**src/rtl/plc_params.svh**
```systemverilog
`ifndef PLC_PARAMS_SVH
`define PLC_PARAMS_SVH

// register port
`define PLC_ADDR_W          4
`define PLC_DATA_W          16
`define PLC_REG_CTRL        4'h0
`define PLC_REG_MODE        4'h1
`define PLC_REG_STAT        4'h2

// control register fields
`define PLC_CTRL_SRST       15
`define PLC_CTRL_LOOP       14
`define PLC_CTRL_SPD100     13
`define PLC_CTRL_ANEN       12
`define PLC_CTRL_PD         11
`define PLC_CTRL_ISO        10
`define PLC_CTRL_FDX        8
`define PLC_CTRL_RST_SPD100 1'b1
`define PLC_CTRL_RST_ANEN   1'b1

// mode register fields
`define PLC_MODE_REP        0
`define PLC_MODE_EDPD       1
`define PLC_MODE_EIM        2

// status register fields
`define PLC_STAT_EVT        0
`define PLC_STAT_ENERGY     1
`define PLC_STAT_LINK       2
`define PLC_STAT_CRS        3
`define PLC_STAT_POWERED    4
`define PLC_STAT_FAST       5
`define PLC_STAT_REGULATOR_OFF_STRAP     6
`define PLC_STAT_CLKMODE    7

// strap defaults: clock-mode strap pulled up, regulator strap pulled down
`define PLC_STRAP_RST_REGULATOR_OFF_STRAP  1'b0
`define PLC_STRAP_RST_CLKMODE 1'b1

// timing
`define PLC_CLK_MHZ         200
`define PLC_LINK_WAIT_US    330
`define PLC_LINK_WAIT_CYC   (`PLC_LINK_WAIT_US * `PLC_CLK_MHZ)
`define PLC_SLOW_RATE_US    16
`define PLC_SLOW_RATE_CYC   (`PLC_SLOW_RATE_US * `PLC_CLK_MHZ)
`define PLC_REFCLK_MHZ      50
`define PLC_REFCLK_HALF_CYC (`PLC_CLK_MHZ / (2 * `PLC_REFCLK_MHZ))
`define PLC_SRST_MAX_MS     500
`define PLC_BLINK_HALF_MS   50
`define PLC_BLINK_HALF_CYC  (`PLC_BLINK_HALF_MS * 1000 * `PLC_CLK_MHZ)
`define PLC_CNT_W           24

// 5b code groups, first bit received in the msb
`define PLC_SYM_T           5'b01101
`define PLC_SYM_R           5'b00111
`define PLC_SYM_I           5'b11111
`define PLC_SSD_JK          10'b1100010001

`endif

```
**src/rtl/plc_pkg.sv**
```systemverilog
package plc_pkg;

  typedef enum logic [3:0] {
    PLC_LINK_DOWN  = 4'h1,
    PLC_LINK_WAIT  = 4'h2,
    PLC_LINK_READY = 4'h4,
    PLC_LINK_UP    = 4'h8
  } plc_link_state_t;

  typedef enum logic [4:0] {
    PLC_CRS_IDLE  = 5'h01,
    PLC_CRS_PRE   = 5'h02,
    PLC_CRS_STRM  = 5'h04,
    PLC_CRS_TPEND = 5'h08,
    PLC_CRS_IPEND = 5'h10
  } plc_crs_state_t;

  typedef struct packed {
    logic soft_reset;
    logic loopback;
    logic speed100;
    logic autoneg_en;
    logic power_down;
    logic isolate;
    logic full_duplex;
    logic repeater;
    logic energy_detect_powerdown_en;
    logic energy_irq_mask;
  } plc_ctrl_t;

  typedef struct packed {
    logic       en;
    logic       er;
    logic [1:0] data;
  } plc_rmii_tx_t;

endpackage : plc_pkg

```
**src/rtl/plc_top.sv**
```systemverilog
// Function
// - clock-out strap mode drives 50MHz reference clock; interrupt pin function withheld.
// - link/activity LED active with link, blinking while carrier sense is high.
// - speed LED active at 100Mbps, inactive at 10Mbps or while isolated.
// - regulator strap high makes link/activity LED active-low, else active-high.
// - clock-mode strap high makes speed LED active-low, else active-high.
// - power-down bit stops line transmit, line receive and link; clearing it auto-resets the datapath.
// - energy-detect power-down with no energy powers down and transmits nothing.
// - energy sets flag, powers up, restores state, interrupts when unmasked.
// - isolate ignores transmit inputs, keeps management; isolate resets to 0.
// - both resets clear registers; preserved bits survive soft reset; power-down clears none.
// - slow media rate for 16us after reset, then fast rate if autonegotiation on.
// - writing soft-reset bit starts reset; bit self-clears; done well within 0.5s.
// - repeater or full duplex: carrier from receive only; otherwise transmit or receive.
// - carrier starts on two non-contiguous zeros within ten received code bits.
// - ten consecutive ones before start-of-stream pair drop carrier.
// - after start pair, carrier holds until T or the first idle; an R or a second idle keeps it off.
// - 100 and 10 link status merge into one bit driving link LED.
// - wait 330us of valid waveform, then ready and up once autonegotiation is done, or straight to up with autonegotiation off.
// - valid waveform loss drops link at once; 10BASE-T uses its own receiver.
// - loopback returns transmit data to receive outputs; line transmitter stays off.
// - clock-mode strap latched at power-on and each hard reset release; default pulled up.
//
// Decided for this implementation: the placing of the registers and the plain strobed port.
`timescale 1ns/10ps
`include "plc_params.svh"

module plc_top #(
  parameter int LINK_WAIT_CYCLES  = `PLC_LINK_WAIT_CYC,
  parameter int BLINK_HALF_CYCLES = `PLC_BLINK_HALF_CYC
) (
  input  wire logic                   sys_clk,
  input  wire logic                   sys_rst,
  input  wire logic [`PLC_ADDR_W-1:0] reg_addr,
  input  wire logic [`PLC_DATA_W-1:0] reg_wdata,
  input  wire logic                   reg_wr,
  input  wire logic                   reg_rd,
  output logic      [`PLC_DATA_W-1:0] reg_rdata,
  input  wire logic                   hard_reset_n,
  input  wire logic                   regulator_off_strap,
  input  wire logic                   clock_mode_strap,
  input  wire logic                   line_energy,
  input  wire plc_pkg::plc_rmii_tx_t  tx_in,
  input  wire logic [1:0]             rx_data_in,
  input  wire logic                   rx_dv_in,
  input  wire logic                   rx_code_bit,
  input  wire logic                   rx_bit_valid,
  input  wire logic                   data_valid,
  input  wire logic                   an_done,
  input  wire logic                   link10_in,
  output logic [1:0]                  rx_data_out,
  output logic                        rx_dv_out,
  output logic                        line_tx_en,
  output logic [1:0]                  line_tx_data,
  output logic                        crs_out,
  output logic                        link_activity_led,
  output logic                        speed_led,
  output logic                        ref_clock_out,
  output logic                        irq_out_n,
  output logic                        mii_fast_rate
);

  // pin synchronisers: {line_energy, clock_mode_strap, regulator_off_strap, hard_reset_n}
  logic [3:0] meta_q;
  logic [3:0] sync_q;

  always_ff @(posedge sys_clk) begin
    if (sys_rst) begin
      meta_q <= 4'h0;
      sync_q <= 4'h0;
    end else begin
      meta_q <= {line_energy, clock_mode_strap, regulator_off_strap, hard_reset_n};
      sync_q <= meta_q;
    end
  end

  // hard reset held until the pin has crossed both stages
  wire rst_all = sys_rst | ~sync_q[0];

  // strap capture at power-on and at each hard reset release
  logic strap_pend_q;
  logic regulator_off_strap_q;
  logic clkmode_q;

  always_ff @(posedge sys_clk) begin
    if (rst_all) begin
      // pull defaults stand during reset; the pins are taken on the first free edge
      strap_pend_q <= 1'b1;
      regulator_off_strap_q     <= `PLC_STRAP_RST_REGULATOR_OFF_STRAP;
      clkmode_q    <= `PLC_STRAP_RST_CLKMODE;
    end else if (strap_pend_q) begin
      strap_pend_q <= 1'b0;
      regulator_off_strap_q     <= sync_q[1];
      clkmode_q    <= sync_q[2];
    end
  end

  // register decode
  plc_pkg::plc_ctrl_t ctrl_q;
  logic               srst_q;
  logic               energy_evt_q;
  wire                wr_ctrl = reg_wr && (reg_addr == `PLC_REG_CTRL);
  wire                wr_mode = reg_wr && (reg_addr == `PLC_REG_MODE);
  wire                wr_stat = reg_wr && (reg_addr == `PLC_REG_STAT);
  wire                srst_req = wr_ctrl && reg_wdata[`PLC_CTRL_SRST];

  always_ff @(posedge sys_clk) begin
    if (rst_all) begin
      ctrl_q             <= '0;
      ctrl_q.speed100    <= `PLC_CTRL_RST_SPD100;
      ctrl_q.autoneg_en  <= `PLC_CTRL_RST_ANEN;
      srst_q             <= 1'b0;
    end else if (srst_q) begin
      // preserved bits (energy-detect enable, interrupt mask) survive
      ctrl_q.soft_reset  <= 1'b0;
      ctrl_q.loopback    <= 1'b0;
      ctrl_q.speed100    <= `PLC_CTRL_RST_SPD100;
      ctrl_q.autoneg_en  <= `PLC_CTRL_RST_ANEN;
      ctrl_q.power_down  <= 1'b0;
      ctrl_q.isolate     <= 1'b0;
      ctrl_q.full_duplex <= 1'b0;
      ctrl_q.repeater    <= 1'b0;
      srst_q             <= 1'b0;
    end else if (wr_ctrl) begin
      ctrl_q.soft_reset  <= reg_wdata[`PLC_CTRL_SRST];
      ctrl_q.loopback    <= reg_wdata[`PLC_CTRL_LOOP];
      ctrl_q.speed100    <= reg_wdata[`PLC_CTRL_SPD100];
      ctrl_q.autoneg_en  <= reg_wdata[`PLC_CTRL_ANEN];
      ctrl_q.power_down  <= reg_wdata[`PLC_CTRL_PD];
      ctrl_q.isolate     <= reg_wdata[`PLC_CTRL_ISO];
      ctrl_q.full_duplex <= reg_wdata[`PLC_CTRL_FDX];
      srst_q             <= srst_req;
    end else if (wr_mode) begin
      ctrl_q.repeater                   <= reg_wdata[`PLC_MODE_REP];
      ctrl_q.energy_detect_powerdown_en <= reg_wdata[`PLC_MODE_EDPD];
      ctrl_q.energy_irq_mask            <= reg_wdata[`PLC_MODE_EIM];
    end
  end

  // power control; no register is touched by either power-down mode
  logic powered_q;
  logic pd_prev_q;
  logic energy_prev_q;
  wire  energy_present = sync_q[3];
  wire  edpd_off = ctrl_q.energy_detect_powerdown_en && !energy_present;
  wire  pd_fall = pd_prev_q && !ctrl_q.power_down;
  wire  energy_rise = energy_present && !energy_prev_q;
  // datapath state is rebuilt after any power-up, keeping config untouched
  wire  dp_rst = rst_all || srst_q || pd_fall || !powered_q;

  always_ff @(posedge sys_clk) begin
    if (rst_all) begin
      powered_q     <= 1'b0;
      pd_prev_q     <= 1'b0;
      energy_prev_q <= 1'b0;
      energy_evt_q  <= 1'b0;
    end else begin
      powered_q     <= !ctrl_q.power_down && !edpd_off;
      pd_prev_q     <= ctrl_q.power_down;
      energy_prev_q <= energy_present;
      // set wins over the write-one clear
      if (energy_rise) begin
        energy_evt_q <= 1'b1;
      end else if (wr_stat && reg_wdata[`PLC_STAT_EVT]) begin
        energy_evt_q <= 1'b0;
      end
    end
  end

  // slow media rate window after reset
  logic [`PLC_CNT_W-1:0] rate_cnt_q;
  wire                   rate_done = (rate_cnt_q == `PLC_CNT_W'(`PLC_SLOW_RATE_CYC));

  always_ff @(posedge sys_clk) begin
    if (rst_all || srst_q) begin
      rate_cnt_q    <= '0;
      mii_fast_rate <= 1'b0;
    end else begin
      if (!rate_done) begin
        rate_cnt_q <= rate_cnt_q + `PLC_CNT_W'(1);
      end
      mii_fast_rate <= rate_done && ctrl_q.autoneg_en;
    end
  end

  // transmit path: isolation masks the MAC, loopback keeps the line quiet
  wire plc_pkg::plc_rmii_tx_t tx_eff = ctrl_q.isolate ? '0 : tx_in;
  wire tx_line_ok = powered_q && !ctrl_q.loopback;

  always_ff @(posedge sys_clk) begin
    if (rst_all) begin
      line_tx_en   <= 1'b0;
      line_tx_data <= 2'h0;
      rx_data_out  <= 2'h0;
      rx_dv_out    <= 1'b0;
    end else begin
      line_tx_en   <= tx_line_ok && tx_eff.en;
      line_tx_data <= tx_line_ok ? tx_eff.data : 2'h0;
      if (ctrl_q.loopback) begin
        rx_data_out <= tx_eff.data;
        rx_dv_out   <= tx_eff.en;
      end else begin
        rx_data_out <= powered_q ? rx_data_in : 2'h0;
        rx_dv_out   <= powered_q && rx_dv_in;
      end
    end
  end

  // receive carrier detection on the 5b code stream
  plc_pkg::plc_crs_state_t crs_st_q;
  plc_pkg::plc_crs_state_t crs_st_d;
  logic [9:0]              hist_q;
  logic [2:0]              sym_cnt_q;
  wire  [9:0]              hist_sh = {hist_q[8:0], rx_code_bit};
  wire                     zero_pair = !hist_sh[0] && (hist_sh[9:2] != 8'hff);
  wire                     ones10 = &hist_sh;
  wire                     ssd_seen = (hist_sh == `PLC_SSD_JK);
  wire                     sym_done = (sym_cnt_q == 3'h4);
  wire  [4:0]              sym = hist_sh[4:0];
  wire                     in_stream = crs_st_q[2] || crs_st_q[3] || crs_st_q[4];

  always_comb begin
    crs_st_d = crs_st_q;
    case (crs_st_q)
      plc_pkg::PLC_CRS_IDLE: begin
        if (zero_pair) crs_st_d = plc_pkg::PLC_CRS_PRE;
      end
      plc_pkg::PLC_CRS_PRE: begin
        if (ssd_seen) crs_st_d = plc_pkg::PLC_CRS_STRM;
        else if (ones10) crs_st_d = plc_pkg::PLC_CRS_IDLE;
      end
      plc_pkg::PLC_CRS_STRM: begin
        if (sym_done && sym == `PLC_SYM_T) crs_st_d = plc_pkg::PLC_CRS_TPEND;
        else if (sym_done && sym == `PLC_SYM_I) crs_st_d = plc_pkg::PLC_CRS_IPEND;
      end
      plc_pkg::PLC_CRS_TPEND: begin
        if (sym_done) begin
          crs_st_d = (sym == `PLC_SYM_R) ? plc_pkg::PLC_CRS_IDLE : plc_pkg::PLC_CRS_STRM;
        end
      end
      plc_pkg::PLC_CRS_IPEND: begin
        if (sym_done) begin
          crs_st_d = (sym == `PLC_SYM_I) ? plc_pkg::PLC_CRS_IDLE : plc_pkg::PLC_CRS_STRM;
        end
      end
      default: crs_st_d = plc_pkg::PLC_CRS_IDLE;
    endcase
  end

  always_ff @(posedge sys_clk) begin
    if (dp_rst) begin
      crs_st_q  <= plc_pkg::PLC_CRS_IDLE;
      hist_q    <= 10'h3ff;
      sym_cnt_q <= 3'h0;
    end else if (rx_bit_valid) begin
      crs_st_q  <= crs_st_d;
      hist_q    <= hist_sh;
      if (!in_stream || sym_done) sym_cnt_q <= 3'h0;
      else sym_cnt_q <= sym_cnt_q + 3'h1;
    end
  end

  // carrier drops tentatively on T or the first idle, returns if not confirmed
  wire rx_crs = crs_st_q[1] || crs_st_q[2];
  wire rx_only = ctrl_q.full_duplex || ctrl_q.repeater;
  wire crs_d = rx_crs || (!rx_only && tx_eff.en);

  // link monitor
  plc_pkg::plc_link_state_t link_st_q;
  plc_pkg::plc_link_state_t link_st_d;
  logic [`PLC_CNT_W-1:0]    link_cnt_q;
  wire                      wait_done = (link_cnt_q == `PLC_CNT_W'(LINK_WAIT_CYCLES - 1));

  always_comb begin
    link_st_d = link_st_q;
    case (link_st_q)
      plc_pkg::PLC_LINK_DOWN: begin
        if (data_valid) link_st_d = plc_pkg::PLC_LINK_WAIT;
      end
      plc_pkg::PLC_LINK_WAIT: begin
        if (!data_valid) link_st_d = plc_pkg::PLC_LINK_DOWN;
        else if (wait_done) begin
          link_st_d = ctrl_q.autoneg_en ? plc_pkg::PLC_LINK_READY : plc_pkg::PLC_LINK_UP;
        end
      end
      plc_pkg::PLC_LINK_READY: begin
        if (!data_valid) link_st_d = plc_pkg::PLC_LINK_DOWN;
        else if (an_done || !ctrl_q.autoneg_en) link_st_d = plc_pkg::PLC_LINK_UP;
      end
      plc_pkg::PLC_LINK_UP: begin
        if (!data_valid) link_st_d = plc_pkg::PLC_LINK_DOWN;
      end
      default: link_st_d = plc_pkg::PLC_LINK_DOWN;
    endcase
  end

  always_ff @(posedge sys_clk) begin
    if (dp_rst || !ctrl_q.speed100) begin
      link_st_q  <= plc_pkg::PLC_LINK_DOWN;
      link_cnt_q <= '0;
    end else begin
      link_st_q  <= link_st_d;
      link_cnt_q <= (link_st_q == plc_pkg::PLC_LINK_WAIT) ? link_cnt_q + `PLC_CNT_W'(1) : '0;
    end
  end

  // one link bit for both speeds
  wire link_ok = powered_q && (ctrl_q.speed100 ? link_st_q[3] : link10_in);

  // slow blink; the rate is a parameter so simulation can shorten it
  logic [`PLC_CNT_W-1:0] blink_cnt_q;
  logic                  blink_q;
  wire                   blink_wrap = (blink_cnt_q == `PLC_CNT_W'(BLINK_HALF_CYCLES - 1));

  always_ff @(posedge sys_clk) begin
    if (rst_all) begin
      blink_cnt_q <= '0;
      blink_q     <= 1'b0;
    end else begin
      blink_cnt_q <= blink_wrap ? '0 : blink_cnt_q + `PLC_CNT_W'(1);
      if (blink_wrap) blink_q <= !blink_q;
    end
  end

  // reference clock divider, free running from the system clock
  logic refdiv_q;
  logic crs_q;
  logic link_q;

  always_ff @(posedge sys_clk) begin
    if (rst_all) begin
      refdiv_q          <= 1'b0;
      ref_clock_out     <= 1'b0;
      irq_out_n         <= 1'b1;
      crs_out           <= 1'b0;
      crs_q             <= 1'b0;
      link_q            <= 1'b0;
      link_activity_led <= 1'b0;
      speed_led         <= 1'b0;
    end else begin
      refdiv_q <= refdiv_q + 1'b1;
      if (!clkmode_q && refdiv_q == 1'(`PLC_REFCLK_HALF_CYC - 1)) begin
        ref_clock_out <= !ref_clock_out;
      end else if (clkmode_q) begin
        ref_clock_out <= 1'b0;
      end
      // interrupt pin function exists only in clock-in mode
      irq_out_n <= !(clkmode_q && energy_evt_q && ctrl_q.energy_irq_mask);
      crs_out   <= crs_d;
      crs_q     <= crs_d;
      link_q    <= link_ok;
      link_activity_led <= (link_ok && !(crs_d && blink_q)) ^ regulator_off_strap_q;
      speed_led <= (ctrl_q.speed100 && !ctrl_q.isolate) ^ clkmode_q;
    end
  end

  // register read, valid only in the cycle after the strobe
  wire [`PLC_DATA_W-1:0] ctrl_img = {ctrl_q.soft_reset, ctrl_q.loopback, ctrl_q.speed100, ctrl_q.autoneg_en,
                                     ctrl_q.power_down, ctrl_q.isolate, 1'b0, ctrl_q.full_duplex, 8'h00};
  wire [`PLC_DATA_W-1:0] mode_img = {13'h0000, ctrl_q.energy_irq_mask, ctrl_q.energy_detect_powerdown_en,
                                     ctrl_q.repeater};
  wire [`PLC_DATA_W-1:0] stat_img = {8'h00, clkmode_q, regulator_off_strap_q, mii_fast_rate, powered_q, crs_q, link_q,
                                     energy_present, energy_evt_q};
  wire [`PLC_DATA_W-1:0] rd_mux = (reg_addr == `PLC_REG_CTRL) ? ctrl_img :
                                  (reg_addr == `PLC_REG_MODE) ? mode_img :
                                  (reg_addr == `PLC_REG_STAT) ? stat_img : 16'h0000;

  always_ff @(posedge sys_clk) begin
    if (rst_all) reg_rdata <= 16'h0000;
    else reg_rdata <= reg_rd ? rd_mux : 16'h0000;
  end
endmodule : plc_top

```
**config.mk**
```make
export PLATFORM = sky130hd
export DESIGN_NAME = plc_top
export DESIGN_NICKNAME = d
export VERILOG_FILES = /design/src/rtl/plc_pkg.sv /design/src/rtl/plc_top.sv
export VERILOG_INCLUDE_DIRS = /design/src /design/src/rtl
export SDC_FILE = /design/constraint.sdc
export NUM_CORES = 1
export LEC_CHECK = 0
export BUFFER_PORTS_ARGS = -buffer_cell sky130_fd_sc_hd__clkbuf_2
export CORE_UTILIZATION = 63
export DETAILED_ROUTE_END_ITERATION = 7
export PLACE_DENSITY = 0.85
export SYNTH_ARGS = -nofsm -noshare
export SYNTH_HDL_FRONTEND = slang
export SYNTH_SLANG_ARGS = --single-unit
```
**constraint.sdc**
```tcl
create_clock -name sys_clk -period 3.89 [get_ports sys_clk]
set_clock_uncertainty 0.15 [all_clocks]
set_input_delay 0 -clock sys_clk [delete_from_list [all_inputs] [get_ports sys_clk]]
set_output_delay 0 -clock sys_clk [all_outputs]
set_load 0.02 [all_outputs]
```
==> reports/qor.yml <==
flow_run:
  max-cap-violations: 0
clocking:
  cts.path.max_buffers: 2
  h-tree-depth: 4
  hold_buffers: 47
  cts_tree: "done"
  cts_setup_buffers: 0
  numCtsBuffers: 17
  clk_transition_reported_paths_ns: 0.06
  cts_sinks: 149
  cts_resized: 0
  root_buffer: "clkbuf_8"
  clock_latency_ns: 0.52
sta:
  fmax_mhz: 322.5
  setup_violations: 0
  relSlewSlack_pct: 25.51
  setup_tns_ns: 0
  finalMaxSlewViolations: 0
  period_share_pct: 79.72
  rsz0062_at_grt: "no"
  hold_viol: 0
  worst_pin_slew_ns: 1.117
  finalCriticalPeriod_ns: 3.101
route:
  antenna_left: 0
  drc: 0
  wl_per_cell_um: 16.16
  first_iter_violations: 323
  routed-via-count: 5465
  firstDrtPassIters: 5
  wirelength_um: 15220
  vias_per_cell: 5.801
floorplanning:
  die_x_um: 101.6
  core_um2: 9415
  start_util_pct: 66.41
  dieArea_um2: 10330
  num_rows: 35
  die_h_um: 101.6
  io_pins: 68
setup_path:
  timing.rr.start: "sync_q[0]$_SDFF_PP0_"
  path_depth: 8
  required_ns: 4.20
  cp-endpoint: "link_st_q[2]$_SDFFE_PP0P_"
  path_class: "register to register"
  rr_worst_depth: 8
  rr_endpoint: "link_st_q[2]$_SDFFE_PP0P_"
  critPathMaxFanout: 20
  path_delay_family: "simple AND/OR/NAND/NOR gates"
  cpPeakStageDelay_ns: 0.72
  crit_start: "sync_q[0]$_SDFF_PP0_"
  r2r_slack_ns: 0.79
  start_kind: "register"
  crit_chain: "nor2b_1, buf_4, inv_2, nor2_1, and3_1, nand4_1, a21oi_1, dlygate4sd3_1"
  crit_arrival_ns: 3.41
  crit_buf_inv: 3
  critPathCaptureType: "register"
  cp_slowest_cell: "and3_1"
yosys:
  synth_area_um2: 6252
  synth_compound_area_share_pct: 4.863
  ys_warn_count: 0
  synthTopCellsByArea: "dfxtp_1 (48%), nor2_1 (6.6%), xor2_1 (5.3%)"
  synth_fa_ha_area_share_pct: 1.201
  yosys.area_share.simple_pct: 29.50
  synth_top_area_share_pct: 47.71
  async_flop_share_pct: 0
  yosysSeqAreaShare_pct: 47.71
  synth_fp_nets: 744
  synth_top_family_by_area: "simple AND/OR/NAND/NOR gates"
  synth_seq_cells: 149
  synth.area.mux_share_pct: 4.022
  synth-xor-area-share_pct: 9.806
  ys_types: 53
  syn_area_per_cell_um2: 8.957
  synth_edf_count: 0
  synthCells: 698
  yosys.area.top_type: "dfxtp_1"
  synthFlopType: "dfxtp_1"
power:
  peakVddDrop_mv: 0.3233
  powerDensity_nw_per_um2: 423.3
  power_leakage_nw: 2.877
global_route:
  overflow: 0
  grt_pass1_vias: 5256
  grt_max_degree: 30
  gr-usage-all-layers_pct: 30.60
  grt_pass1_wl_um: 24450
  antenna_found_initial: 0
finish:
  mostFrequentLayoutCell: "dfxtp_1"
  post-route-util_pct: 81.46
  layout_common_cells: "dfxtp_1 (149), nor2_1 (110), clkbuf_2 (59), nand2_1 (52), dlygate4sd3_1 (47)"
  drive_gt1_share_pct: 12.30
  syn_to_final_growth_pct: 22.67
  fin_nets: 847
  fillers: 568
  diodes: 0
place:
  gp_congestion: 0.9685
  portBuffers: 59
  dp_hpwl_um: 9103
min_path:
  hp-class: "primary input to register"
run_status:
  status: "complete, no violations"
cells in the mapped netlist, types with 2 or more instances:
cell	n
nand3_1	33
nor3_1	21
dfxtp_1	149
nand4_1	31
nor4_1	12
inv_1	19
xnor2_1	32
o21ai_0	9
xor2_1	38
nor2_1	110
o211ai_1	2
nor2b_1	18
nor4b_1	5
a21oi_1	13
a22oi_1	6
nor3b_1	4
and3_1	14
ha_1	6
or3_1	9
and4_1	7
o2111ai_1	2
clkbuf_1	19
buf_4	3
nand2_1	52
nand2b_1	7
and2_1	23
mux2i_1	24
o41ai_1	3
nand4b_1	3
registers in the layout (all words and copies together), names as in the netlist, 2 cells and up:
name	cells
hist_q	9
ctrl_img	7
rx_data_out	2
link_st_q	4
sync_q	4
meta_q	4
rate_cnt_q	24
reg_rdata	15
line_tx_data	2
crs_st_q	5
blink_cnt_q	24
link_cnt_q	24
sym_cnt_q	3
ctrl_q	3
worst min-delay path, cell delays in order:
cell           delay [ns]
dlygate4sd3_1        0.53
clkbuf_2             0.11
and2_1               0.11
power by group:
part           internal (W)  leakage, nW  switching [W]
clock network      0.000972        0.280       0.000648
registers           0.00153         1.20     0.00000400
logic             0.0000484         1.39      0.0000415
area by class of cell:
type	instances	area, um^2	area share, %
Clock buffer	18	417.9	5.449
Clock inverter	13	160.2	2.088
Inverter	20	75.07	0.9788
Multi-Input combinational cell	505	3092	40.31
Sequential cell	149	2983	38.89
Tap cell	129	161.4	2.104
Timing Repair Buffer	108	780.7	10.18
cell families after synthesis:
| kind of cell | count (synthesis) |
|---|---|
| AND/OR/NAND/NOR | 358 |
| flip-flops | 149 |
| XOR/XNOR | 70 |
| AO/OA/AOI/OAI | 45 |
| buffers and inverters | 44 |
| multiplexers | 25 |
| adder cells (fa/ha/maj) | 6 |
| other | 1 |
stage by stage:
stage / power [W] / hold slack [ns] / setup slack, ns / instance area [um^2] / cells
floorplan: 0.001598 / -0.07839 / 1.878 / 6252 / 698
global placement: 0.001623 / 0.05899 / 1.382 / 6621 / 864
detailed placement: 0.001625 / 0.06293 / 1.324 / 6621 / 864
CTS: 0.003239 / 0.08654 / 0.9446 / 7670 / 942
global route: 0.003331 / 0.1311 / 0.6091 / 7670 / 942
finish: 0.003246 / 0.1103 / 0.7890 / 7670 / 942
per-layer routing:
metal | vias to the layer above | share of wire, % | global-route usage [%]
met1 | 2576 | 41 | 36.02
met5 | - | 0 | 0
li1 | 2618 | - | -
met2 | 229 | 51 | 53.17
met3 | 42 | 5.9 | 7.108
met4 | 0 | 2.7 | 13.38
how the worst min path moves through the flow:
stage / end / depth (start not counted) / from / slack [ns]
2_1_floorplan: meta_q[0]$_SDFF_PP0_ / 1 / sys_rst / -0.08
3_3_place_gp: meta_q[0]$_SDFF_PP0_ / 2 / hard_reset_n / 0.06
3_5_place_dp: meta_q[1]$_SDFF_PP0_ / 2 / regulator_off_strap / 0.06
4_1_cts: line_tx_data[0]$_SDFF_PP0_ / 3 / tx_in[0] / 0.09
5_1_grt: line_tx_data[0]$_SDFF_PP0_ / 3 / tx_in[0] / 0.13
6_report: line_tx_data[0]$_SDFF_PP0_ / 3 / tx_in[0] / 0.11
Power figures use the tool's default switching activity.
